`config.mk`:
```
export PLATFORM = sky130hd
export DESIGN_NAME = pll_serial_config_port
export DESIGN_NICKNAME = d
export VERILOG_FILES = /design/src/common/pll_cfg_pkg.sv /design/src/core/pll_serial_config_port.sv /design/src/core/pin_sync_edge.sv
export SDC_FILE = /design/constraint.sdc
export NUM_CORES = 1
export LEC_CHECK = 0
export BUFFER_PORTS_ARGS = -buffer_cell sky130_fd_sc_hd__buf_2
export CAP_MARGIN = 20
export CORE_UTILIZATION = 54
export CTS_CLUSTER_SIZE = 14
export DETAILED_ROUTE_END_ITERATION = 10
export GPL_TIMING_DRIVEN = 0
export PLACE_DENSITY = 0.77
export SYNTH_ARGS = -nofsm -noshare
export SYNTH_HDL_FRONTEND = slang
export SYNTH_HIERARCHICAL = 1
export SYNTH_SLANG_ARGS = --single-unit
```
`constraint.sdc`:
```
create_clock -name i_clk_sys -period 2 [get_ports i_clk_sys]
set_input_delay 0.4 -clock i_clk_sys [delete_from_list [all_inputs] [get_ports i_clk_sys]]
set_output_delay 0.4 -clock i_clk_sys [all_outputs]
set_load 0.01 [all_outputs]
```
`src/common/pll_cfg_pkg.sv`:
```
// Constants shared by the serial configuration port of the synthesizer.
package pll_cfg_pkg;
  localparam int unsigned WORD_W         = 32;
  localparam int unsigned ADDR_W         = 5;
  localparam int unsigned CLK_SYS_NS     = 10;
  localparam int unsigned SYNC_STAGES    = 2;

  // Register addresses carried in the low five bits of each word.
  localparam logic [4:0]  ADDR_READBACK  = 5'h00;
  localparam logic [4:0]  ADDR_REF_PUMP  = 5'h09;
  localparam logic [4:0]  ADDR_FB_TUNE   = 5'h0a;

  // Reset values of the two configuration registers.
  localparam logic [31:0] RST_REF_PUMP   = 32'h41500029;
  localparam logic [31:0] RST_FB_TUNE    = 32'h08a0100a;

  // Readback request: register choice field.
  localparam int unsigned RB_SEL_LSB     = 5;
  localparam int unsigned RB_SEL_W       = 2;
  localparam logic [1:0]  RB_SEL_REF     = 2'h1;
  localparam logic [1:0]  RB_SEL_FB      = 2'h2;

  // Field layout of the reference and pump register.
  localparam int unsigned REF_DIV_LSB    = 5;
  localparam int unsigned REF_DIV_W      = 13;
  localparam int unsigned REF_EDGE_BIT   = 19;
  localparam int unsigned SLOPE_NEG_BIT  = 20;
  localparam int unsigned PUMP_CODE_LSB  = 21;
  localparam int unsigned PUMP_CODE_W    = 5;
  localparam int unsigned PUMP_X2_BIT    = 26;
  localparam int unsigned CAL_SCALE_LSB  = 27;
  localparam int unsigned CAL_SCALE_W    = 4;

  // Calibration clock scale codes.
  localparam logic [3:0]  CAL_SCALE_UNITY = 4'h8;
  localparam logic [3:0]  CAL_SCALE_MUL2  = 4'h6;
  localparam logic [2:0]  CAL_MUL_BASE    = 3'h7;

  // Field layout of the feedback and tuning register.
  localparam int unsigned FB_DIV_LSB     = 5;
  localparam int unsigned FB_DIV_W       = 16;
  localparam int unsigned PRE_DIV_LSB    = 21;
  localparam int unsigned PRE_DIV_W      = 2;
  localparam int unsigned MODULUS_BIT    = 23;
  localparam int unsigned CORE_SEL_LSB   = 26;
  localparam int unsigned CORE_SEL_W     = 2;
  localparam int unsigned SINGLE_CORE_BIT = 28;
  localparam int unsigned ERR_CNT_LSB    = 29;
  localparam int unsigned ERR_CNT_W      = 2;
  localparam int unsigned CAL_START_BIT  = 31;

  // Pre-prescaler divider codes and the ratios they give.
  localparam logic [1:0]  PRE_DIV_1      = 2'h0;
  localparam logic [1:0]  PRE_DIV_2      = 2'h1;
  localparam logic [1:0]  PRE_DIV_4      = 2'h2;
  localparam logic [2:0]  RATIO_1        = 3'h1;
  localparam logic [2:0]  RATIO_2        = 3'h2;
  localparam logic [2:0]  RATIO_4        = 3'h4;

  localparam int unsigned CORE_COUNT     = 4;
  localparam logic [3:0]  CORES_ALL      = 4'hf;
  localparam logic [3:0]  CORE_ONE       = 4'h1;
endpackage

```
`src/core/pll_serial_config_port.sv`:
```
// Serial configuration port: shift register, addressed load, readback and field decode.
// What this block does
// A 32-bit shift register fills from serial data under clock, data and strobe.
// Words arrive bit 0 first; each bit is sampled at a serial clock rise.
// A strobe rise, asynchronous to the clock, copies the word to its register.
// The low five word bits address the register that the strobe loads.
// A separate readback pin shifts out the contents of a chosen register.
// First register bits 5 to 17 hold the reference divider, 1 to 8191.
// First register bit 19 set makes the phase detector use the falling edge.
// First register bit 20 set selects negative tuning slope; default one.
// Bits 21 to 25 give pump current code, 00000 maximum; default 01010.
// Bit 26 set doubles the charge pump current chosen by the code.
// Bits 27 to 30 scale calibration clock: 1000 and 0111 unity, above 1000 divide, below 0111 multiply.
// Second register bits 5 to 20 hold the feedback divider; default bit 12.
// Second register bits 21 and 22 pick the pre-prescaler division ratio.
// Pre-prescaler code 00 divides by 1, 01 by 2, 10 by 4.
// Bit 23 picks dual modulus: zero 4/5, one 8/9; default one.
// Bits 26 and 27 pick one of four oscillator cores, 00 lowest.
// Bit 28 set enables single-core calibration instead of all cores.
// In single-core mode calibration runs only on the selected core.
// Bits 29 and 30 set the error count accepted during calibration.
// Writing one to bit 31 starts calibration; the bit clears itself afterwards.
// Host shifts 32 bits with strobe low, then raises strobe once.
// Host writes zero to all reserved bits of both registers.
`timescale 1ns/1ns
module pll_serial_config_port (
  input  wire logic        i_clk_sys,
  input  wire logic        i_rst,
  input  wire logic        i_ser_clk,
  input  wire logic        i_ser_data,
  input  wire logic        i_load_strobe,
  input  wire logic        i_cal_done,
  output logic             o_readback_out,
  output logic [12:0]      o_ref_divider,
  output logic             o_ref_edge_select,
  output logic             o_osc_slope_negative,
  output logic [4:0]       o_pump_current_code,
  output logic             o_pump_current_x2,
  output logic [3:0]       o_cal_clk_scale,
  output logic [2:0]       o_cal_clk_div_shift,
  output logic [2:0]       o_cal_clk_mul_shift,
  output logic [15:0]      o_feedback_int_divider,
  output logic [2:0]       o_pre_div_ratio,
  output logic             o_dual_modulus_select,
  output logic [1:0]       o_osc_core_select,
  output logic             o_single_core_tune,
  output logic [3:0]       o_cal_core_mask,
  output logic [1:0]       o_tune_error_count,
  output logic             o_cal_start,
  output logic             o_cal_pending
);
  localparam int unsigned PIN_COUNT = 3;
  localparam int unsigned PIN_CLK   = 0;
  localparam int unsigned PIN_DATA  = 1;
  localparam int unsigned PIN_LOAD  = 2;

  logic [PIN_COUNT-1:0] pin_raw;
  logic [PIN_COUNT-1:0] pin_level;
  logic [PIN_COUNT-1:0] pin_rise;
  logic [PIN_COUNT-1:0] pin_fall;

  logic [31:0] shift_r;
  logic [31:0] shift_nxt;
  logic [31:0] ref_pump_r;
  logic [31:0] ref_pump_nxt;
  logic [31:0] fb_tune_r;
  logic [31:0] fb_tune_nxt;
  logic [31:0] rb_shift_r;
  logic [31:0] rb_shift_nxt;
  logic        cal_start_r;
  logic        cal_start_nxt;

  logic [4:0]  word_addr;
  logic [1:0]  rb_sel;
  logic        load_ref;
  logic        load_fb;
  logic        load_rb;

  localparam int unsigned CAL_SCALE_LSB_I = pll_cfg_pkg::CAL_SCALE_LSB;

  // Extracts the calibration clock scale field from a word.
  function automatic logic [3:0] cal_scale_of(input logic [31:0] w);
    cal_scale_of = w[CAL_SCALE_LSB_I +: pll_cfg_pkg::CAL_SCALE_W];
  endfunction

  assign pin_raw[PIN_CLK]  = i_ser_clk;
  assign pin_raw[PIN_DATA] = i_ser_data;
  assign pin_raw[PIN_LOAD] = i_load_strobe;

  // Every pin is brought into the system clock domain through two flops.
  generate
    for (genvar g = 0; g < PIN_COUNT; g++) begin : g_pin
      pin_sync_edge u_sync (
        .i_clk_sys (i_clk_sys),
        .i_rst     (i_rst),
        .i_pin     (pin_raw[g]),
        .o_level   (pin_level[g]),
        .o_rise    (pin_rise[g]),
        .o_fall    (pin_fall[g])
      );
    end
  endgenerate

  assign word_addr = shift_r[pll_cfg_pkg::ADDR_W-1:0];
  assign rb_sel    = shift_r[pll_cfg_pkg::RB_SEL_LSB +: pll_cfg_pkg::RB_SEL_W];
  assign load_ref  = pin_rise[PIN_LOAD] && (word_addr == pll_cfg_pkg::ADDR_REF_PUMP);
  assign load_fb   = pin_rise[PIN_LOAD] && (word_addr == pll_cfg_pkg::ADDR_FB_TUNE);
  assign load_rb   = pin_rise[PIN_LOAD] && (word_addr == pll_cfg_pkg::ADDR_READBACK);

  // Serial shift register; the strobe level gates nothing so stray edges still shift.
  always_comb begin
    shift_nxt = shift_r;
    if (pin_rise[PIN_CLK]) begin
      shift_nxt = {pin_level[PIN_DATA], shift_r[31:1]};
    end
  end

  // Configuration registers loaded by address on the strobe rise.
  always_comb begin
    ref_pump_nxt  = ref_pump_r;
    fb_tune_nxt   = fb_tune_r;
    cal_start_nxt = 1'b0;
    if (load_ref) begin
      ref_pump_nxt = shift_r;
    end
    if (i_cal_done) begin
      fb_tune_nxt[pll_cfg_pkg::CAL_START_BIT] = 1'b0;
    end
    if (load_fb) begin
      fb_tune_nxt   = shift_r;
      cal_start_nxt = shift_r[pll_cfg_pkg::CAL_START_BIT];
    end
  end

  // Readback shifter: loaded by a request word, shifted on serial clock falls.
  always_comb begin
    rb_shift_nxt = rb_shift_r;
    if (load_rb) begin
      unique case (rb_sel)
        pll_cfg_pkg::RB_SEL_REF: rb_shift_nxt = ref_pump_r;
        pll_cfg_pkg::RB_SEL_FB:  rb_shift_nxt = fb_tune_r;
        default:                 rb_shift_nxt = '0;
      endcase
    end else if (pin_fall[PIN_CLK]) begin
      rb_shift_nxt = {1'b0, rb_shift_r[31:1]};
    end
  end

  always_ff @(posedge i_clk_sys) begin
    if (i_rst) begin
      shift_r     <= '0;
      ref_pump_r  <= pll_cfg_pkg::RST_REF_PUMP;
      fb_tune_r   <= pll_cfg_pkg::RST_FB_TUNE;
      rb_shift_r  <= '0;
      cal_start_r <= 1'b0;
    end else begin
      shift_r     <= shift_nxt;
      ref_pump_r  <= ref_pump_nxt;
      fb_tune_r   <= fb_tune_nxt;
      rb_shift_r  <= rb_shift_nxt;
      cal_start_r <= cal_start_nxt;
    end
  end

  assign o_readback_out = rb_shift_r[0];

  // Reference and pump field decode.
  assign o_ref_divider        = ref_pump_r[pll_cfg_pkg::REF_DIV_LSB +: pll_cfg_pkg::REF_DIV_W];
  assign o_ref_edge_select    = ref_pump_r[pll_cfg_pkg::REF_EDGE_BIT];
  assign o_osc_slope_negative = ref_pump_r[pll_cfg_pkg::SLOPE_NEG_BIT];
  assign o_pump_current_code  = ref_pump_r[pll_cfg_pkg::PUMP_CODE_LSB +: pll_cfg_pkg::PUMP_CODE_W];
  assign o_pump_current_x2    = ref_pump_r[pll_cfg_pkg::PUMP_X2_BIT];
  assign o_cal_clk_scale      = cal_scale_of(ref_pump_r);

  // Calibration clock scale as a power-of-two divide or multiply; code 0111 acts as unity.
  always_comb begin
    o_cal_clk_div_shift = '0;
    o_cal_clk_mul_shift = '0;
    if (o_cal_clk_scale >= pll_cfg_pkg::CAL_SCALE_UNITY) begin
      o_cal_clk_div_shift = 3'(o_cal_clk_scale - pll_cfg_pkg::CAL_SCALE_UNITY);
    end else if (o_cal_clk_scale <= pll_cfg_pkg::CAL_SCALE_MUL2) begin
      o_cal_clk_mul_shift = 3'(pll_cfg_pkg::CAL_MUL_BASE - o_cal_clk_scale[2:0]);
    end
  end

  // Feedback and tuning field decode.
  assign o_feedback_int_divider = fb_tune_r[pll_cfg_pkg::FB_DIV_LSB +: pll_cfg_pkg::FB_DIV_W];
  assign o_dual_modulus_select  = fb_tune_r[pll_cfg_pkg::MODULUS_BIT];
  assign o_osc_core_select      = fb_tune_r[pll_cfg_pkg::CORE_SEL_LSB +: pll_cfg_pkg::CORE_SEL_W];
  assign o_single_core_tune     = fb_tune_r[pll_cfg_pkg::SINGLE_CORE_BIT];
  assign o_tune_error_count     = fb_tune_r[pll_cfg_pkg::ERR_CNT_LSB +: pll_cfg_pkg::ERR_CNT_W];
  assign o_cal_pending          = fb_tune_r[pll_cfg_pkg::CAL_START_BIT];
  assign o_cal_start            = cal_start_r;

  // Pre-prescaler ratio; the unused code 11 falls back to divide by one.
  always_comb begin
    unique case (fb_tune_r[pll_cfg_pkg::PRE_DIV_LSB +: pll_cfg_pkg::PRE_DIV_W])
      pll_cfg_pkg::PRE_DIV_1: o_pre_div_ratio = pll_cfg_pkg::RATIO_1;
      pll_cfg_pkg::PRE_DIV_2: o_pre_div_ratio = pll_cfg_pkg::RATIO_2;
      pll_cfg_pkg::PRE_DIV_4: o_pre_div_ratio = pll_cfg_pkg::RATIO_4;
      default:                o_pre_div_ratio = pll_cfg_pkg::RATIO_1;
    endcase
  end

  // Cores swept by calibration: all of them, or only the selected one.
  always_comb begin
    if (o_single_core_tune) begin
      o_cal_core_mask = pll_cfg_pkg::CORE_ONE << o_osc_core_select;
    end else begin
      o_cal_core_mask = pll_cfg_pkg::CORES_ALL;
    end
  end
endmodule // pll_serial_config_port

```
`src/core/pin_sync_edge.sv`:
```
// Two-stage pin synchroniser with edge detection on the synchronised level.
`timescale 1ns/1ns
module pin_sync_edge (
  input  wire logic i_clk_sys,
  input  wire logic i_rst,
  input  wire logic i_pin,
  output logic      o_level,
  output logic      o_rise,
  output logic      o_fall
);
  logic meta_r;
  logic meta_nxt;
  logic sync_r;
  logic sync_nxt;
  logic prev_r;
  logic prev_nxt;

  always_comb begin
    meta_nxt = i_pin;
    sync_nxt = meta_r;
    prev_nxt = sync_r;
  end

  always_ff @(posedge i_clk_sys) begin
    if (i_rst) begin
      meta_r <= 1'b0;
      sync_r <= 1'b0;
      prev_r <= 1'b0;
    end else begin
      meta_r <= meta_nxt;
      sync_r <= sync_nxt;
      prev_r <= prev_nxt;
    end
  end

  assign o_level = sync_r;
  assign o_rise  = sync_r & ~prev_r;
  assign o_fall  = ~sync_r & prev_r;
endmodule // pin_sync_edge

```
==> results.py <==
metrics = {
    "sta": {
        "hold_slack_ps": 193,
        "final-setup-viol-count": 0,
        "fin_skew_ps": 8.24,
        "final.period_utilization_pct": 91.6,
        "fin_ws_ps": 168,
        "max-slew-margin-rel_pct": 55.3,
        "setup_total_negative_slack_ps": 0,
        "hold_viol": 0,
        "rsz0062_at_grt": "no",
        "finalCriticalPeriod_ps": 1830,
        "worstMarginPinSlew_ps": 670,
        "timing.fmax_mhz": 546,
        "fin_max_slew_vios": 0,
    },
    "detailed_routing": {
        "first_drt_iteration_drcs": 219,
        "vias": 4625,
        "remaining_design_rule_violation_count": 4,
        "postRouteWirelength_mm": 14.0,
        "wire_per_inst_um": 15.8,
        "antenna_violating_nets_post_route": 0,
        "drtPass1Iterations": 7,
        "drt-vias-per-instance": 5.23,
    },
    "pwr": {
        "post-layout-total-power_mw": 6.21,
        "power.static_leakage_nw": 3.09,
        "cellPowerDensity_mw_per_mm2": 821,
        "vdd.ir_drop.worst_uv": 443,
    },
    "final_layout": {
        "postLayoutCellArea_mm2": 0.00757,
        "num-fill-cells": 941,
        "most_common_cell_after_layout_fill_and_taps_aside": "sky130_fd_sc_hd__dfxtp_1",
        "fin_nets": 739,
        "areaGrowthSynthToFinish_pct": 18.1,
        "layout.cells.most_common_list": "137 x sky130_fd_sc_hd__dfxtp_1, 117 x sky130_fd_sc_hd__nor2_1, 117 x sky130_fd_sc_hd__mux2i_1, 76 x sky130_fd_sc_hd__buf_2, 71 x sky130_fd_sc_hd__nand2b_1",
        "finish.cell_count_without_fillers": 885,
        "antenna-diode-count": 0,
        "final_core_utilization_pct": 65.7,
        "drive_above_1_share_pct": 27.0,
    },
    "clock_tree": {
        "tritoncts": "done",
        "post_cts_setup_buffer_count": 0,
        "cts_buffers": 17,
        "cts.path.max_buffers": 2,
        "cts_max_level": 4,
        "post_cts_clock_slew_at_the_launch_and_capture_registers_of_the_worst_setup_and_hold_paths_ps": 60,
        "clock_latency_reported_for_the_late_side_of_the_worst_skew_pair_ps": 420,
        "cts_root_buf": "sky130_fd_sc_hd__clkbuf_16",
        "clock-sinks": 137,
    },
    "grt": {
        "grt_pass1_wl_mm": 23.3,
        "pin_count_of_the_biggest_net_entering_global_routing": 17,
        "first_global_vias": 4697,
        "grt_antenna_before_repair": 0,
        "global_route.overflow_total": 0,
        "overall_track_demand_over_capacity_in_global_routing_pct": 24.0,
    },
    "placed_design": {
        "port_buffers": 68,
        "gp_congestion": 0.760,
        "post-place-cells": 853,
        "place_ws_ps": -4.35,
        "placement.cell_area_mm2": 0.00693,
        "dp_hpwl_mm": 9.46,
    },
    "setup_path": {
        "worstSetupEndpointType": "flip-flop",
        "critPathMaxFanout": 10,
        "worst_ep_arrival_time_ps": 2140,
        "crit_required_ps": 2310,
        "rrSetupSlack_ps": 170,
        "worst-setup-path-type": "reg2reg",
        "r2r.worst_path.cells": 7,
        "crit-reg2reg-capture": "rb_shift_r[17]",
        "crit-reg2reg-launch": "shift_r[5]",
        "timing.critical_path.from_type": "flip-flop",
    },
    "floorplanning": {
        "ios": 69,
        "dieArea_mm2": 0.0123,
        "placement_rows": 39,
        "initial_utilization_pct": 55.7,
        "floorplan.die.width_um": 111,
        "core_region_area_mm2": 0.0115,
        "dieHeight_um": 111,
    },
    "yosys": {
        "syn_area_mm2": 0.00641,
        "syn_avg_cell_area_um2": 9.99,
        "post_synth_inst_count": 642,
        "synthesis.nets": 652,
        "ys.warnings.count": 6,
    },
    "min_path": {
        "number_of_stages_on_the_worst_hold_path": 2,
        "worst_hold_startpoint": "i_load_strobe",
        "hold_path_class": "in2reg",
        "hold-path-endpoint": "g_pin[2].u_sync/meta_r",
    },
    "outcome": {
        "run_status": "complete, but fails checks",
        "violations": "DRC",
    },
    "job": {
        "drv.max_cap_violation_count": 0,
    },
}
[sequential cells by signal (all words and copies together), names as in the netlist]
register	count
g_pin.u_sync/meta_r	3
shift_r	32
g_pin.u_sync/o_level	3
fb_tune_r	32
rb_shift_r	32
g_pin.u_sync/prev_r	2
ref_pump_r	32
o_cal_start	1
[final cells by class]
type	instances	area, um2	area share, %
buffer	87	556	7.34
timing repair buffer	68	340	4.50
clock buffer	22	494	6.53
inverter	6	22.5	0.298
sequential	137	2740	36.2
multi-input combinational	412	3100	40.9
clock inverter	10	140	1.85
tap	143	179	2.36
[how the worst max path moves through the flow]
stage	cells after the start	startpoint	slack, ps	end
detailed placement	7	shift_r[5]	-4	rb_shift_r[17]
finish	7	shift_r[5]	170	rb_shift_r[17]
floorplan	7	shift_r[5]	340	rb_shift_r[21]
global route	7	shift_r[5]	30	rb_shift_r[15]
CTS	7	shift_r[5]	30	rb_shift_r[22]
global placement	7	shift_r[5]	10	rb_shift_r[18]
[where the power goes]
group          total, mW  switching [mW]  internal [mW]
clock network       3.30            1.17           2.13
registers           2.74         0.00196           2.74
logic              0.176           0.108         0.0688
total               6.21            1.28           4.93
[routing by layer]
metal	global-route usage (%)	share of wire (%)
met4	9.22	1.9
met5	0	0
met3	5.25	4.9
met2	41.2	48
met1	29.3	45
[timing repair]
action	in CTS	in global routing
resized for setup	1	6
hold buffers	0	0
setup endpoints to repair	10	26
[worst max-delay path: stages (launching register included)]
cell and delay [ps]:
sky130_fd_sc_hd__dfxtp_1 420, sky130_fd_sc_hd__inv_1 70, sky130_fd_sc_hd__ha_1 260, sky130_fd_sc_hd__or2_2 90
sky130_fd_sc_hd__clkbuf_1 230, sky130_fd_sc_hd__clkbuf_2 300, sky130_fd_sc_hd__nor2_1 90, sky130_fd_sc_hd__mux2_4 270
Note: power is estimated with default switching activity, not from simulation.
